**src/hdl/rep_ctrl_pkg.sv**
```systemverilog
/*
 * constants shared by the repeater enable controller and its bus watcher.
 * assumes a single core clock of 125 MHz and bus lines already synchronous
 * to it.
 */
package rep_ctrl_pkg;
   // ------------------------------------------------------------------
   // clock
   // ------------------------------------------------------------------
   localparam int unsigned CLK_PERIOD_NS = 8; // 125 MHz core clock

   // ------------------------------------------------------------------
   // bus free time before a segment counts as idle
   // ------------------------------------------------------------------
   localparam int unsigned BUS_FREE_NS = 1300; // fast-mode free time
   // least time, so round up to whole cycles
   localparam int unsigned BUS_FREE_CYCLES =
      (BUS_FREE_NS + CLK_PERIOD_NS - 1) / CLK_PERIOD_NS;
   localparam int unsigned FREE_CNT_W = 8; // holds BUS_FREE_CYCLES
   localparam logic [7:0] FREE_CNT_RST = 8'h00; // free counter at reset

   // ------------------------------------------------------------------
   // power-up isolation of the repeater
   // ------------------------------------------------------------------
   localparam int unsigned POWERUP_HOLD_US = 1000; // enable held low
   localparam int unsigned POWERUP_HOLD_CYCLES_DEF =
      (POWERUP_HOLD_US * 1000 + CLK_PERIOD_NS - 1) / CLK_PERIOD_NS;
   localparam logic [31:0] HOLD_CNT_RST = 32'h0000_0000;

   // ------------------------------------------------------------------
   // controller states
   // ------------------------------------------------------------------
   typedef enum logic [1:0] {
      ST_HOLD = 2'b00, // power-up: repeater kept isolated
      ST_OFF  = 2'b01, // repeater disabled
      ST_ON   = 2'b10  // repeater enabled
   } ctrl_state_e;
endpackage : rep_ctrl_pkg

```
**src/hdl/seg_idle_watch.sv**
```systemverilog
/*
 * watches one bus segment (clock and data line levels) and reports when
 * it is idle: no transfer open since the last stop and both lines high
 * for at least the bus free time.
 * assumes the line levels are synchronous to i_clk.
 */
module seg_idle_watch
   import rep_ctrl_pkg::*;
(
   input wire logic i_clk,
   input wire logic i_rst_n,
   input wire logic i_scl,
   input wire logic i_sda,
   output logic o_idle
);
   // ------------------------------------------------------------------
   // state
   // ------------------------------------------------------------------
   logic scl_q, scl_d; // previous clock line level
   logic sda_q, sda_d; // previous data line level
   logic busy_q, busy_d; // a transfer is open
   logic [FREE_CNT_W-1:0] free_q, free_d; // cycles with both lines high
   logic idle_q, idle_d;
   logic start_c, stop_c;

   localparam logic [FREE_CNT_W-1:0] FREE_MAX =
      FREE_CNT_W'(BUS_FREE_CYCLES);

   // start and stop are data edges while the clock line stays high
   assign start_c = scl_q & i_scl & sda_q & ~i_sda;
   assign stop_c = scl_q & i_scl & ~sda_q & i_sda;

   // next values
   always_comb begin
      scl_d = i_scl;
      sda_d = i_sda;
      busy_d = busy_q;
      if (start_c) begin
         busy_d = 1'b1; // transfer opened
      end else if (stop_c) begin
         busy_d = 1'b0; // transfer closed
      end
      // any low on either line restarts the free-time count; counting in
      // core cycles keeps the watch valid for any line rate, from a
      // stalled clock up to fast mode
      if (!(i_scl && i_sda)) begin
         free_d = FREE_CNT_RST;
      end else if (free_q != FREE_MAX) begin
         free_d = free_q + 1'b1;
      end else begin
         free_d = free_q; // saturate
      end
      idle_d = ~busy_d & (free_d == FREE_MAX);
   end

   // registers; lines are assumed released (high) at reset
   always_ff @(posedge i_clk or negedge i_rst_n) begin
      if (!i_rst_n) begin
         scl_q <= 1'b1;
         sda_q <= 1'b1;
         busy_q <= 1'b0;
         free_q <= FREE_CNT_RST;
         idle_q <= 1'b0;
      end else begin
         scl_q <= scl_d;
         sda_q <= sda_d;
         busy_q <= busy_d;
         free_q <= free_d;
         idle_q <= idle_d;
      end
   end

   assign o_idle = idle_q;
endmodule : seg_idle_watch

```
**src/hdl/repeater_enable_ctrl.sv**
```systemverilog
/*
 * controller for the enable pin of a two-segment bus repeater. it keeps
 * the repeater isolated after reset for a hold time, then follows a user
 * request, changing the enable level only while both segments are idle.
 * assumes the four bus line levels are sampled synchronously to
 * i_core_clk and that the enable pin is driven push-pull by this block.
 */
// Overview of operation
// - change enable only when both segments idle
// - hold enable low until power-up reset done
// - never place two repeaters in series
// - masters clock from static up to 400 kHz
module repeater_enable_ctrl
   import rep_ctrl_pkg::*;
#(
   parameter int unsigned POWERUP_HOLD_CYCLES =
      rep_ctrl_pkg::POWERUP_HOLD_CYCLES_DEF
)(
   input wire logic i_core_clk,
   input wire logic i_resetn,
   input wire logic i_enable_req,        // user wants the repeater on
   input wire logic i_clock_line_side_a, // level seen on side a clock
   input wire logic i_data_line_side_a,  // level seen on side a data
   input wire logic i_clock_line_side_b, // level seen on side b clock
   input wire logic i_data_line_side_b,  // level seen on side b data
   output logic o_rep_en,    // to the repeater enable pin
   output logic o_bus_idle,  // both segments idle
   output logic o_hold_done  // power-up isolation finished
);
   // ------------------------------------------------------------------
   // reset release
   // ------------------------------------------------------------------
   logic rst_meta_q, rst_sync_q;
   logic rst_n;

   // reset asserts at once but releases through two flops; a release
   // that lands near a clock edge could otherwise leave some flops reset
   // and others running for one cycle
   always_ff @(posedge i_core_clk or negedge i_resetn) begin
      if (!i_resetn) begin
         rst_meta_q <= 1'b0;
         rst_sync_q <= 1'b0;
      end else begin
         rst_meta_q <= 1'b1;
         rst_sync_q <= rst_meta_q;
      end
   end
   assign rst_n = rst_sync_q;

   // ------------------------------------------------------------------
   // segment watchers
   // ------------------------------------------------------------------
   logic idle_a, idle_b; // registered idle per segment
   logic idle_both;
   logic lines_high; // all four lines released right now

   // the main bus and the repeater port are watched the same way; only
   // one repeater stage is steered, since a second stage in series would
   // not pass the first stage's low on
   seg_idle_watch u_watch_a (
      .i_clk(i_core_clk),
      .i_rst_n(rst_n),
      .i_scl(i_clock_line_side_a),
      .i_sda(i_data_line_side_a),
      .o_idle(idle_a)
   );
   // side b is the repeater port
   seg_idle_watch u_watch_b (
      .i_clk(i_core_clk),
      .i_rst_n(rst_n),
      .i_scl(i_clock_line_side_b),
      .i_sda(i_data_line_side_b),
      .o_idle(idle_b)
   );
   // the watchers' idle is one cycle old; a start landing on the very
   // edge of a request change would slip past it, so the present line
   // levels gate the decision as well
   assign lines_high = i_clock_line_side_a & i_data_line_side_a &
      i_clock_line_side_b & i_data_line_side_b;
   assign idle_both = idle_a & idle_b & lines_high;

   // ------------------------------------------------------------------
   // enable sequencing
   // ------------------------------------------------------------------
   // hold end is the last count value; the done flag follows one edge
   // later, together with the move to the off state
   localparam logic [31:0] HOLD_END = 32'(POWERUP_HOLD_CYCLES);

   ctrl_state_e state_q, state_d;
   logic [31:0] hold_q, hold_d; // power-up hold counter
   logic en_q, en_d;            // enable pin level
   logic idle_q, idle_d;        // copy of idle_both for the port
   logic done_q, done_d;        // hold time has run out

   // next values; a request that arrives mid-transfer simply waits,
   // which trades enable latency for never cutting a transfer in two
   always_comb begin
      state_d = state_q;
      hold_d = hold_q;
      en_d = en_q;
      done_d = done_q;
      idle_d = idle_both;
      case (state_q)
         ST_HOLD: begin
            en_d = 1'b0; // keep a misbehaving slave off the bus
            if (hold_q == HOLD_END) begin
               state_d = ST_OFF;
               done_d = 1'b1;
            end else begin
               hold_d = hold_q + 32'h0000_0001;
            end
         end
         ST_OFF: begin
            // only switch on between transfers
            if (i_enable_req && idle_both) begin
               state_d = ST_ON;
               en_d = 1'b1; // repeater becomes active
            end
         end
         ST_ON: begin
            // disabling mid-transfer would hang the bus
            if (!i_enable_req && idle_both) begin
               state_d = ST_OFF;
               en_d = 1'b0; // repeater isolates both segments
            end
         end
         default: begin
            state_d = ST_HOLD;
            en_d = 1'b0;
         end
      endcase
   end

   // registers only; the enable pin is push-pull from here, so the
   // pin's own pull-up only matters while this block is unpowered,
   // a limitation the board must live with
   always_ff @(posedge i_core_clk or negedge rst_n) begin
      if (!rst_n) begin
         state_q <= ST_HOLD;
         hold_q <= HOLD_CNT_RST;
         en_q <= 1'b0; // pin low from reset on
         idle_q <= 1'b0;
         done_q <= 1'b0;
      end else begin
         state_q <= state_d;
         hold_q <= hold_d;
         en_q <= en_d;
         idle_q <= idle_d;
         done_q <= done_d;
      end
   end

   // every output is a register copy, so no glitch reaches the pin
   // or the status lines
   assign o_rep_en = en_q;
   assign o_bus_idle = idle_q;
   assign o_hold_done = done_q;
endmodule : repeater_enable_ctrl

```
**config.mk**
```make
export PLATFORM = sky130hd
export DESIGN_NAME = repeater_enable_ctrl
export DESIGN_NICKNAME = d
export VERILOG_FILES = /design/src/hdl/rep_ctrl_pkg.sv /design/src/hdl/seg_idle_watch.sv /design/src/hdl/repeater_enable_ctrl.sv
export SDC_FILE = /design/constraint.sdc
export NUM_CORES = 1
export LEC_CHECK = 0
export BUFFER_PORTS_ARGS = -buffer_cell sky130_fd_sc_hd__buf_4
export CAP_MARGIN = 20
export CORE_AREA = 2 2 80 82
export CTS_CLUSTER_SIZE = 8
export DETAILED_ROUTE_END_ITERATION = 8
export DIE_AREA = 0 0 82 84
export PLACE_DENSITY = 0.7
export SLEW_MARGIN = 20
export SYNTH_ARGS = -nofsm -noshare
export SYNTH_HDL_FRONTEND = slang
export SYNTH_HIERARCHICAL = 1
export SYNTH_SLANG_ARGS = --single-unit
export TNS_END_PERCENT = 20
```
**constraint.sdc**
```tcl
create_clock -name i_core_clk -period 2.2 [get_ports i_core_clk]
set_input_delay 0.22 -clock i_core_clk [delete_from_list [all_inputs] [get_ports i_core_clk]]
set_output_delay 0.22 -clock i_core_clk [all_outputs]
set_load 0.01 [all_outputs]
```
==> summary.txt, run 1 <==
GRT
  – Vias in the first global route: 2207
  – Largest net degree at the start of global routing: between 60 and 70
  – GRT Overall Usage: approximately a fifth
  – Initial antenna violation count: 0
  – First-pass GRT wire length: 10400 um
  – Congestion Overflow GR: 0

Route
  – Detail Route Antenna Nets: 0
  – Post-DR wirelength/cell: 14.7 um
  – Pre-antenna DRT Iters: 4
  – Starting DRC count in detailed routing: 89
  – WL final: around 5800 um
  – DRC: 0
  – Routed via count: around 2200
  – Via/cell ratio: 5.69

Clocking
  – Num Clock Sinks: 63
  – CTS H-tree depth: 3
  – CTS resizes: 0
  – Clock Tree Buf Depth: 2
  – Clk root buf: clkbuf_8
  – TritonCTS buffer count: 9
  – Clock transition at path regs: roughly 70 ps
  – CTS tree: yes
  – Clk_lat worst skew: about 350 ps

Finish
  – Cell area after layout: 3520 um^2
  – Antenna diode count: 0
  – Area Overhead vs Synth: 10.0%
  – Most frequent cells in the layout: 58 x dfrtp_1, 26 x nand2_1, 25 x xnor2_1
  – Final net count: around 320
  – Fraction of layout cells with a size suffix above 1: around 16%
  – Leading cell type in the layout, fill and taps excluded: dfrtp_1

Yosys
  – Post-synthesis adder-cell area fraction: 1.56%
  – Ys Warns: 6
  – Area share of the largest cell type after synthesis: a little under half
  – Ranking of synthesized cells by area: dfrtp_1 46%, xnor2_1 6.8%, xor2_1 4.7%, dfstp_2 3.3%, nand3_1 3.1%
  – Main combinational cell family by area after synthesis: simple AND/OR/NAND/NOR gates
  – Ys async rst share: 100%
  – Post-synthesis register bit count: 63
  – Multiplexer area fraction after synthesis: 0.626%
  – Dominant cell type by area after synthesis: dfrtp_1
  – Mapped cell area: roughly 3200 um^2
  – Post-synthesis compound-gate area fraction: under 10%
  – Synth Flop Type: dfrtp_1
  – Syn Inst Count: slightly below 300
  – Syn Nets: 305
  – Simple-gate area share of the yosys netlist: between 20% and 30%
  – Post-synth EDFFs: 0
  – Post-synthesis sequential area ratio: between 40% and 50%
  – Unique masters post-synth: 55
  – Xor/xnor share of the synthesized area: 12.0%
  – Avg Cell Area, Syn: between 10 and 15 um^2

Placement
  – Port Buffers: 9
  – Placed inst area: between 3000 and 4000 um^2
  – HPWL after DPL: 4090 um
  – Final GP Congestion: 0.804

Pwr
  – Pwr Density: between 600 and 700 nW/um^2
  – Overall power: ~2100 uW
  – Pleak: roughly 0.0015 uW
  – VDD IR max: approximately 0.0004 V

Worst setup path
  – Worst EP required: around 2500 ps
  – Critical path startpoint category: register
  – WP data arrival: between 2000 and 2500 ps
  – Crit-path max FO: 6
  – CP max-delay cell: dfrtp_1
  – WS Path Type: register to register
  – Worst Setup End Kind: register
  – CP peak stage delay: ~400 ps
  – CP Cell Sequence: inv_1 -> ha_1 -> nor4b_1 -> nand4_1 -> o31a_1 -> nand3_1 -> xnor2_1

Floorplan
  – Initial Util: between 50 and 60%
  – Die area: 6890 um^2
  – Height of the die: 84 um
  – Die X: approximately 82 um
  – FP Rows: 29
  – Core outline area: 6100 um^2
  – IO Count: 10

Timing
  – Total Neg Setup Slack: 0 ps
  – Fmax: about 0.56 GHz
  – Max-slew violations: 0
  – Tcrit/Tclk final: 81.8%
  – Final hold vios: 0
  – Minimum clock period: between 1500 and 2000 ps
  – Clk_skew: 13.0 ps
  – Unrepaired setup endpoints after global routing: false
  – Final setup vio count: 0

Run
  – Max capacitance violation total: 0

Worst hold path
  – Hold Path Class: input port to register

Run status
  – Status: finished, final reports clean
-- where the power goes --
part | internal (uW) | leakage [uW] | switching [uW]
registers | 1170 | 0.000805 | 8.64
clock network | 434 | 0.0000861 | 443
logic | 28.6 | 0.000595 | 46.7
-- metal layers --
layer / vias to the layer above / global-route usage (%) / wire length [um]
li1: 1099 / - / -
met1: 1081 / 26.8 / 2760
met2: 39 / 29.2 / 2730
met3: 11 / 4.65 / 152
met4: 0 / 10.0 / 118
met5: - / 0 / 0
-- cell usage after synthesis, types with 2 or more instances --
master     number
dfrtp_1        59
nand2_1        26
xnor2_1        25
nor2_1         24
nand3_1        20
xor2_1         17
nand4_1        11
nor4_1          9
o21ai_0         8
and2_1          6
and3_1          6
inv_1           5
dfstp_2         4
ha_1            4
nor4b_1         4
and4_1          3
buf_4           3
or3_1           3
a211oi_1        2
a21oi_1         2
a21oi_2         2
a31oi_1         2
and4bb_1        2
mux2i_1         2
nand2_2         2
nand3b_1        2
nor2b_1         2
nor3_1          2
nor4_2          2
o2111a_1        2
o21bai_1        2
o2bb2ai_1       2
o311ai_4        2
o31ai_1         2
or2_2           2
or3_2           2
or3_4           2
or4_1           2
-- layout make-up --
class,count,area (um^2)
fillers,541,2580
flip-flops and latches,63,1580
multi-input cells,220,1560
clock buffers,12,145
repair buffers,11,97.6
well taps,77,96.3
clock inverters,4,22.5
inverters,5,18.8
-- stage by stage --
| step | util (%) | setup WS (ps) | hold WS (ps) | instances |
|---|---|---|---|---|
| floorplan | - | 323 | -75.6 | 294 |
| global placement | 54.8 | 423 | 2.47 | 375 |
| detailed placement | 54.8 | 392 | 4.13 | 375 |
| CTS | 57.7 | 386 | 19.5 | 392 |
| global route | 57.7 | 244 | 17.3 | 392 |
| finish | 57.7 | 400 | 26.8 | 392 |
-- worst paths after layout --
path	startpoint	end	slack, ps	depth (start not counted)
max	hold_q[0]	hold_q[12]	400	7
min in group asynchronous	i_resetn	rst_meta_q	180	2
max in group asynchronous	rst_n	u_watch_b/scl_q	1600	1
min	i_data_line_side_a	u_watch_a/sda_q	30	1
max reg2reg	hold_q[0]	hold_q[12]	400	7
min reg2reg	rst_n	hold_q[0]	240	1
-- critical path: cells and delay by family (launching register included) --
| family | cells | cell delay (ps) |
|---|---|---|
| fa+ha+maj | 1 | 180 |
| simple gates | 3 | 520 |
| xor+xnor | 1 | 110 |
| flops | 1 | 400 |
| buf+inv | 1 | 90 |
| compound gates | 1 | 400 |
-- flip-flops by register name, indices dropped and copies added, names as in the netlist, 2 cells and up --
register and count:
hold_q 32, state_q 2, u_watch_a/free_q 8, u_watch_b/free_q 8
-- what timing repair did --
item	CTS	global route
buffers inserted	0	0
hold endpoints to repair	2	0
hold buffers	1	0
-- logic make-up (layout without fill, tap and decap cells) --
kind of cell,count (synthesis),in the layout
and+or+nand+nor,140,140
DFF,63,63
xor gates and xnor gates,43,43
AOI/OAI and AO/OA,30,30
buffers and inverters,11,32
adders and majority gates,4,4
muxes,2,2
other,1,1
Power figures use the tool's default switching activity.
==> run 2, diff against run 1 <==
--- a/config.mk
+++ b/config.mk
@@ -5,12 +5,13 @@
 export SDC_FILE = /design/constraint.sdc
 export NUM_CORES = 1
 export LEC_CHECK = 0
+export ABC_AREA = 1
 export BUFFER_PORTS_ARGS = -buffer_cell sky130_fd_sc_hd__buf_4
 export CAP_MARGIN = 20
-export CORE_AREA = 2 2 80 82
+export CORE_AREA = 2 2 89 91
 export CTS_CLUSTER_SIZE = 8
 export DETAILED_ROUTE_END_ITERATION = 8
-export DIE_AREA = 0 0 82 84
+export DIE_AREA = 0 0 91 93
 export PLACE_DENSITY = 0.7
 export SLEW_MARGIN = 20
 export SYNTH_ARGS = -nofsm -noshare
==> constraint.sdc (replaced) <==
create_clock -name i_core_clk -period 1.8 [get_ports i_core_clk]
set_input_delay 0.18 -clock i_core_clk [delete_from_list [all_inputs] [get_ports i_core_clk]]
set_output_delay 0.18 -clock i_core_clk [all_outputs]
set_load 0.01 [all_outputs]
==> summary.txt, run 2 <==
Run status
  – Status: finished, final reports clean (unchanged)

Yosys
  – Unique masters post-synth: 30 (was 55)
  – Post-synthesis sequential area ratio: 39.3% (was 49.4%)
  – Ranking of synthesized cells by area: dfrtp_1 37%, nand2_1 25%, inv_1 6.8%, nor2_1 6.8%, nand3_1 5.3% (was dfrtp_1 46%, xnor2_1 6.8%, xor2_1 4.7%, dfstp_2 3.3%, nand3_1 3.1%)
  – Avg Cell Area, Syn: 6.65 um^2 (was 10.9 um^2)
  – Synth Flop Type: dfrtp_1 (unchanged)
  – Syn Inst Count: 606 (was 294)
  – Post-synth EDFFs: 0 (unchanged)
  – Mapped cell area: 4030 um^2 (was 3200 um^2)
  – Ys Warns: 6 (unchanged)
  – Synth top cells by count: 264 x nand2_1, 73 x inv_1, 73 x nor2_1 (was 59 x dfrtp_1, 26 x nand2_1, 25 x xnor2_1)
  – Ys async rst share: 100% (unchanged)
  – Area share of the largest cell type after synthesis: 36.6% (was 46.1%)
  – Syn Nets: 617 (was 305)
  – Post-synthesis register bit count: 63 (unchanged)
  – Top-count cell post-synth: nand2_1 (was dfrtp_1)
  – Dominant cell type by area after synthesis: dfrtp_1 (unchanged)

Finish
  – Largest registers: hold_q: 32 flops, u_watch_a/free_q: 8 flops, u_watch_b/free_q: 8 flops (unchanged)
  – Final net count: 643 (was 321)
  – Most frequent cells in the layout: 264 x nand2_1, 73 x inv_1, 73 x nor2_1 (was 58 x dfrtp_1, 26 x nand2_1, 25 x xnor2_1)
  – Largest reg by FF count: hold_q (unchanged)
  – Fraction of layout cells with a size suffix above 1: 11.8% (was 16.2%)
  – Antenna diode count: 0 (unchanged)
  – Leading cell type in the layout, fill and taps excluded: nand2_1 (was dfrtp_1)
  – Area Overhead vs Synth: 10.6% (was 10.0%)
  – Fill cell total of the finished layout: 745 (was 541)
  – Max reg flops: 32 (unchanged)

Timing
  – Final hold vios: 0 (unchanged)
  – Tcrit/Tclk final: 91.6% (was 81.8%)
  – Max-slew violations: 0 (unchanged)
  – Fmax: 0.606 GHz (was 0.556 GHz)
  – Unrepaired setup endpoints after global routing: false (unchanged)
  – Clk_skew: 9.90 ps (was 13.0 ps)
  – Final setup vio count: 0 (unchanged)
  – Minimum clock period: 1650 ps (was 1800 ps)
  – Total Neg Setup Slack: 0 ps (unchanged)

Pwr
  – Switch share: 23.0% (was 23.3%)
  – Clk pwr share: 44.3% (was 41.1%)
  – Pleak: 0.00219 uW (was 0.00149 uW)
  – VDD IR max: 0.000551 V (was 0.000407 V)
  – Reg power frac: 52.2% (was 55.4%)
  – Internal power: 2150 uW (was 1640 uW)
  – Sw power: 640 uW (was 498 uW)
  – Pwr Density: 625 nW/um^2 (was 606 nW/um^2)
  – Overall power: 2790 uW (was 2130 uW)
  – Gate power share: 3.5% (about the same)

Placement
  – Port Buffers: 9 (unchanged)
  – HPWL after DPL: 6530 um (was 4090 um)
  – Final GP Congestion: 0.940 (was 0.804)

Worst setup path
  – CP peak stage delay: 460 ps (was 400 ps)
  – WP data arrival: 1890 ps (was 2070 ps)
  – CP Cell Sequence: nor2_1 -> nand2_1 -> nor2_1 -> nand2_2 -> nor2_2 -> nor2_4 -> nand2_1 -> nand2_1 (was inv_1 -> ha_1 -> nor4b_1 -> nand4_1 -> o31a_1 -> nand3_1 -> xnor2_1)
  – Most used cell, CP: nand2_1
  – Worst Setup End Kind: register (unchanged)
  – CP startpoint: hold_q[26] (was hold_q[0])
  – WS Path Type: register to register (unchanged)
  – CP max-delay cell: dfrtp_1 (unchanged)
  – Critical path depth: 8 (was 7)
  – Worst EP required: 2040 ps (was 2470 ps)
  – R2r endpoint: hold_q[29] (was hold_q[12])
  – Worst r2r src: hold_q[26] (was hold_q[0])
  – Critical path startpoint category: register (unchanged)
  – R2R Setup Slk: 150 ps (was 400 ps)
  – Worst-case reg-to-reg path depth: 8 (was 7)
  – CP delay by family, top: simple AND/OR/NAND/NOR gates (unchanged)
  – Worst Path Buf+Inv: 0 (was 1)
  – Setup crit end: hold_q[29] (was hold_q[12])
  – Crit-path max FO: 16 (was 6)

GRT
  – GRT Overall Usage: 23.5% (was 19.7%)
  – Congestion Overflow GR: 0 (unchanged)
  – Initial antenna violation count: 0 (unchanged)
  – First-pass GRT wire length: 15900 um (was 10400 um)
  – Vias in the first global route: 3509 (was 2207)
  – Largest net degree at the start of global routing: 47 (was 62)

Floorplan
  – Die X: 91 um (was 82 um)
  – Core outline area: 7530 um^2 (was 6100 um^2)
  – Initial Util: 53.5% (was 52.5%)
  – Height of the die: 93 um (was 84 um)
  – Die area: 8460 um^2 (was 6890 um^2)
  – FP Rows: 32 (was 29)
  – IO Count: 10 (unchanged)

Clocking
  – Num Clock Sinks: 63 (unchanged)
  – Clock Tree Buf Depth: 2 (unchanged)
  – CTS tree: yes (unchanged)
  – CTS H-tree depth: 3 (unchanged)
  – Clk_lat worst skew: 350 ps (about the same)
  – Clk root buf: clkbuf_8 (unchanged)
  – Number of setup buffers added after CTS: 0 (unchanged)
  – TritonCTS buffer count: 9 (unchanged)
  – Clock transition at path regs: 60 ps (was 70 ps)

Route
  – Starting DRC count in detailed routing: 211 (was 89)
  – Post-DR wirelength/cell: 12.3 um (was 14.7 um)
  – Routed via count: 3667 (was 2230)
  – Via/cell ratio: 4.97 (was 5.69)
  – DRC: 0 (unchanged)
  – WL final: 9070 um (was 5770 um)
  – Pre-antenna DRT Iters: 5 (was 4)
  – Detail Route Antenna Nets: 0 (unchanged)

Run
  – Max capacitance violation total: 0 (unchanged)

Worst hold path
  – Hold Path Class: input port to register (unchanged)
==> run 2: changes by cell type after synthesis, moves of 5 or more <==
| cell | previous run | this run |
|---|---|---|
| inv_2 | 0 | 5 |
| nor2_1 | 24 | 73 |
| a21oi_1 | 2 | 7 |
| and2_1 | 6 | 0 |
| inv_1 | 5 | 73 |
| and3_1 | 6 | 0 |
| nor2_4 | 0 | 6 |
| xor2_1 | 17 | 1 |
| nand2_2 | 2 | 11 |
| nor2_2 | 0 | 8 |
| nor4_1 | 9 | 1 |
| nand3_1 | 20 | 43 |
| nand2_1 | 26 | 264 |
| xnor2_1 | 25 | 9 |
==> run 2: how the worst min path moves through the flow <==
| stage | startpoint | end | slack, ps | cells after the start |
|---|---|---|---|---|
| after floorplan | i_resetn | rst_meta_q | -120 | 0 |
| after global placement | i_resetn | rst_meta_q | -40 | 1 |
| after detailed placement | i_resetn | rst_meta_q | -40 | 1 |
| after CTS | i_enable_req | state_q[1] | 90 | 3 |
| after global routing | i_enable_req | state_q[1] | 110 | 3 |
| final | i_enable_req | state_q[1] | 100 | 3 |
==> run 2: worst min-delay path: cells and delay by family <==
kind                   cells  cell delay, ps
and+or+nand+nor            2             150
buffers and inverters      1              90
==> run 2: area by class of cell <==
class / instances / area, um^2 / area share, %
multi-input cells: 457 / 2070 / 46.5
clock buffers: 12 / 145 / 3.26
well taps: 102 / 128 / 2.86
inverters: 80 / 303 / 6.79
flip-flops and latches: 63 / 1580 / 35.5
clock inverters: 3 / 45.0 / 1.01
repair buffers: 21 / 183 / 4.10
==> run 2: metal layers <==
layer  global-route usage, %  routed length (um)
met5                       0                   0
met4                    7.70                 163
met3                    5.24                 347
met2                    41.9                4510
met1                    28.2                4040
==> run 2: kinds of logic (layout without fill, tap and decap cells) <==
| logic type | Yosys count | after routing | share of synthesized area, % |
|---|---|---|---|
| AND/OR/NAND/NOR | 422 | 423 | 44.9 |
| other | 1 | 1 | 0.0931 |
| adder cells (fa/ha/maj) | 4 | 4 | 1.24 |
| AO/OA/AOI/OAI | 19 | 19 | 2.73 |
| buffers and inverters | 87 | 116 | 9.63 |
| XOR/XNOR | 10 | 10 | 2.17 |
| flip-flops | 63 | 63 | 39.3 |
==> run 2: power by group through the flow <==
stage	clock network, uW	logic (uW)	registers (uW)
floorplan	0	39.4	1490
global placement	0	87.8	1480
detailed placement	0	90.8	1480
CTS	1270	99.3	1460
global route	1320	113	1460
finish	1230	96.6	1460
==> run 2: through the flow <==
stage | utilization [%] | cells | hold slack, ps | area, um^2 | setup WS, ps
floorplan | - | 606 | -116 | 4030 | 287
global placement | 55.9 | 717 | -37.1 | 4210 | 79.4
detailed placement | 55.9 | 717 | -35.6 | 4210 | 0.201
CTS | 59.2 | 738 | 88.5 | 4460 | 141
global route | 59.2 | 738 | 108 | 4460 | 32.9
finish | 59.2 | 738 | 105 | 4460 | 150
==> run 2: what timing repair did <==
| item | CTS | global route |
|---|---|---|
| hold buffers | 5 | 0 |
| resized for setup | 1 | 0 |
| setup endpoints to repair | 1 | 0 |
| hold endpoints to repair | 6 | 0 |
==> run 3, diff against run 2 <==
--- a/config.mk
+++ b/config.mk
@@ -6,13 +6,13 @@
 export NUM_CORES = 1
 export LEC_CHECK = 0
 export ABC_AREA = 1
-export BUFFER_PORTS_ARGS = -buffer_cell sky130_fd_sc_hd__buf_4
 export CAP_MARGIN = 20
 export CORE_AREA = 2 2 89 91
 export CTS_CLUSTER_SIZE = 8
 export DETAILED_ROUTE_END_ITERATION = 8
 export DIE_AREA = 0 0 91 93
-export PLACE_DENSITY = 0.7
+export DONT_BUFFER_PORTS = 1
+export PLACE_DENSITY = 0.69
 export SLEW_MARGIN = 20
 export SYNTH_ARGS = -nofsm -noshare
 export SYNTH_HDL_FRONTEND = slang
==> summary.txt, run 3 (synthesized netlist as in run 2, its figures left out) <==
Run status
  – Status: finished, final reports clean (unchanged)

Run
  – Max capacitance violation total: 0 (unchanged)

Pwr
  – Reg power frac: 51.5% (was 52.2%)
  – Pwr Density: 641 nW/um^2 (was 625 nW/um^2)
  – Internal power: 2180 uW (was 2150 uW)
  – Pleak: 0.00214 uW (was 0.00219 uW)
  – Clk pwr share: 45.4% (was 44.3%)
  – Gate power share: 3.1% (was 3.5%)
  – Switch share: 22.4% (was 23.0%)
  – Sw power: 631 uW (was 640 uW)
  – VDD IR max: 0.000502 V (was 0.000551 V)

GRT
  – Largest net degree at the start of global routing: 62 (was 47)
  – GRT Overall Usage: 22.9% (was 23.5%)
  – First-pass GRT wire length: 15700 um (was 15900 um)
  – Initial antenna violation count: 0 (unchanged)
  – Vias in the first global route: 3641 (was 3509)
  – Congestion Overflow GR: 0 (unchanged)

Placement
  – Placed Cells: 706 (was 717)
  – Port Buffers: 0 (was 9)
  – Final GP Congestion: 0.856 (was 0.940)
  – HPWL after DPL: 6320 um (was 6530 um)

Finish
  – Max reg flops: 32 (unchanged)
  – Fraction of layout cells with a size suffix above 1: 10.5% (was 11.8%)
  – Final Instance Count excl. Fillers: 728 (was 738)
  – Final net count: 632 (was 643)
  – Most frequent cells in the layout: 264 x nand2_1, 73 x inv_1, 73 x nor2_1 (unchanged)
  – Area Overhead vs Synth: 8.91% (was 10.6%)
  – Largest reg by FF count: hold_q (unchanged)
  – Leading cell type in the layout, fill and taps excluded: nand2_1 (unchanged)
  – Largest registers: hold_q: 32 flops, u_watch_a/free_q: 8 flops, u_watch_b/free_q: 8 flops (unchanged)
  – Antenna diode count: 0 (unchanged)

Floorplan
  – Initial Util: 53.5% (unchanged)
  – Core outline area: 7530 um^2 (unchanged)
  – Die X: 91 um (unchanged)
  – IO Count: 10 (unchanged)
  – Height of the die: 93 um (unchanged)
  – Die area: 8460 um^2 (unchanged)
  – FP Rows: 32 (unchanged)

Worst setup path
  – WS Path Type: register to register (unchanged)
  – Crit-path max FO: 16 (unchanged)
  – CP Cell Sequence: inv_2 -> ha_1 -> inv_1 -> nor2_1 -> nand2_1 -> nor2_2 -> nand2_2 -> nor2_2 -> nor2_4 -> nand2_1 -> nand2_1 (was nor2_1 -> nand2_1 -> nor2_1 -> nand2_2 -> nor2_2 -> nor2_4 -> nand2_1 -> nand2_1)
  – Most used cell, CP: nand2_1 (unchanged)
  – Worst EP required: 2030 ps (was 2040 ps)
  – WP data arrival: 1890 ps (about the same)
  – Critical path startpoint category: register (unchanged)
  – Worst Setup End Kind: register (unchanged)
  – CP peak stage delay: 430 ps (was 460 ps)
  – CP max-delay cell: dfrtp_1 (unchanged)

Route
  – Pre-antenna DRT Iters: 5 (unchanged)
  – WL final: 8880 um (was 9070 um)
  – Post-DR wirelength/cell: 12.2 um (was 12.3 um)
  – Starting DRC count in detailed routing: 191 (was 211)
  – Via/cell ratio: 5.02 (was 4.97)
  – Detail Route Antenna Nets: 0 (unchanged)
  – DRC: 0 (unchanged)
  – Routed via count: 3654 (was 3667)

Clocking
  – Clk_lat worst skew: 340 ps (was 350 ps)
  – Clock Tree Buf Depth: 2 (unchanged)
  – CTS tree: yes (unchanged)
  – Num Clock Sinks: 63 (unchanged)
  – Clock transition at path regs: 70 ps (was 60 ps)
  – CTS H-tree depth: 3 (unchanged)
  – Clk root buf: clkbuf_8 (unchanged)
  – TritonCTS buffer count: 9 (unchanged)

Timing
  – Tcrit/Tclk final: 92.4% (was 91.6%)
  – Fmax: 0.601 GHz (was 0.606 GHz)
  – Total Neg Setup Slack: 0 ps (unchanged)
  – Final hold vios: 0 (unchanged)
  – Final setup vio count: 0 (unchanged)
  – Unrepaired setup endpoints after global routing: false (unchanged)
  – Minimum clock period: 1660 ps (was 1650 ps)
  – Clk_skew: 11.2 ps (was 9.90 ps)
  – Max-slew violations: 0 (unchanged)

Worst hold path
  – Hold Path Class: input port to register (unchanged)
-- run 3: power by group through the flow --
stage / clock network [uW] / logic, uW / registers [uW]
4_1_cts: 1300 / 90.5 / 1450
5_1_grt: 1360 / 105 / 1450
6_report: 1280 / 87.2 / 1450
2_1_floorplan: 0 / 39.4 / 1490
3_3_place_gp: 0 / 79.7 / 1480
3_5_place_dp: 0 / 80.9 / 1480
-- run 3: layout make-up --
type	count	area [um^2]
inverters	80	303
clock inverters	3	42.5
well taps	102	128
repair buffers	10	100
fillers	747	3140
clock buffers	13	159
flip-flops and latches	63	1580
multi-input cells	457	2070
-- run 3: final timing paths --
kind | endpoint | depth (start not counted) | startpoint | slack, ps
setup / recovery | hold_q[21] | 11 | hold_q[0] | 140
hold / removal | o_bus_idle | 2 | i_data_line_side_b | 9
setup reg to reg | hold_q[21] | 11 | hold_q[0] | 140
hold reg to reg | hold_q[28] | 1 | rst_n | 250
max in group asynchronous | u_watch_a/scl_q | 1 | rst_n | 1210
min in group asynchronous | rst_meta_q | 1 | i_resetn | 60
-- run 3: routing by layer --
metal	GRT usage (%)	wire length, um	up-vias	part of all wire [%]
met1	28.1	4110	1684	46
met5	0	0	-	0
met3	4.03	357	16	4.0
li1	-	-	1874	-
met2	40.7	4270	80	48
met4	8.21	141	0	1.6
-- run 3: stage by stage --
step | total power, uW | cell area, um^2 | worst slack, ps | utilization [%] | hold slack, ps
floorplan | 1530 | 4030 | 287 | - | -116
global placement | 1550 | 4120 | 5.19 | 54.8 | -116
detailed placement | 1560 | 4120 | -52.9 | 54.8 | -116
CTS | 2840 | 4390 | 133 | 58.3 | 3.74
global route | 2910 | 4390 | 8.45 | 58.3 | 27.1
finish | 2810 | 4390 | 136 | 58.3 | 9.31
-- run 3: repair_timing --
| action | in CTS | in global routing |
|---|---|---|
| setup endpoints to repair | 32 | 1 |
| hold buffers | 5 | 0 |
| endpoints found under the hold margin | 7 | 0 |
| pin swaps | 1 | 0 |
| buffers inserted | 0 | 0 |
| cloned | 1 | 0 |
| gates resized for setup | 1 | 1 |
-- run 3: worst max-delay path: cells and delay by family (launching register included) --
kind | cells | cell delay (ps)
fa+ha+maj | 1 | 150
buf+inv | 2 | 120
simple gates | 8 | 860
flops | 1 | 430
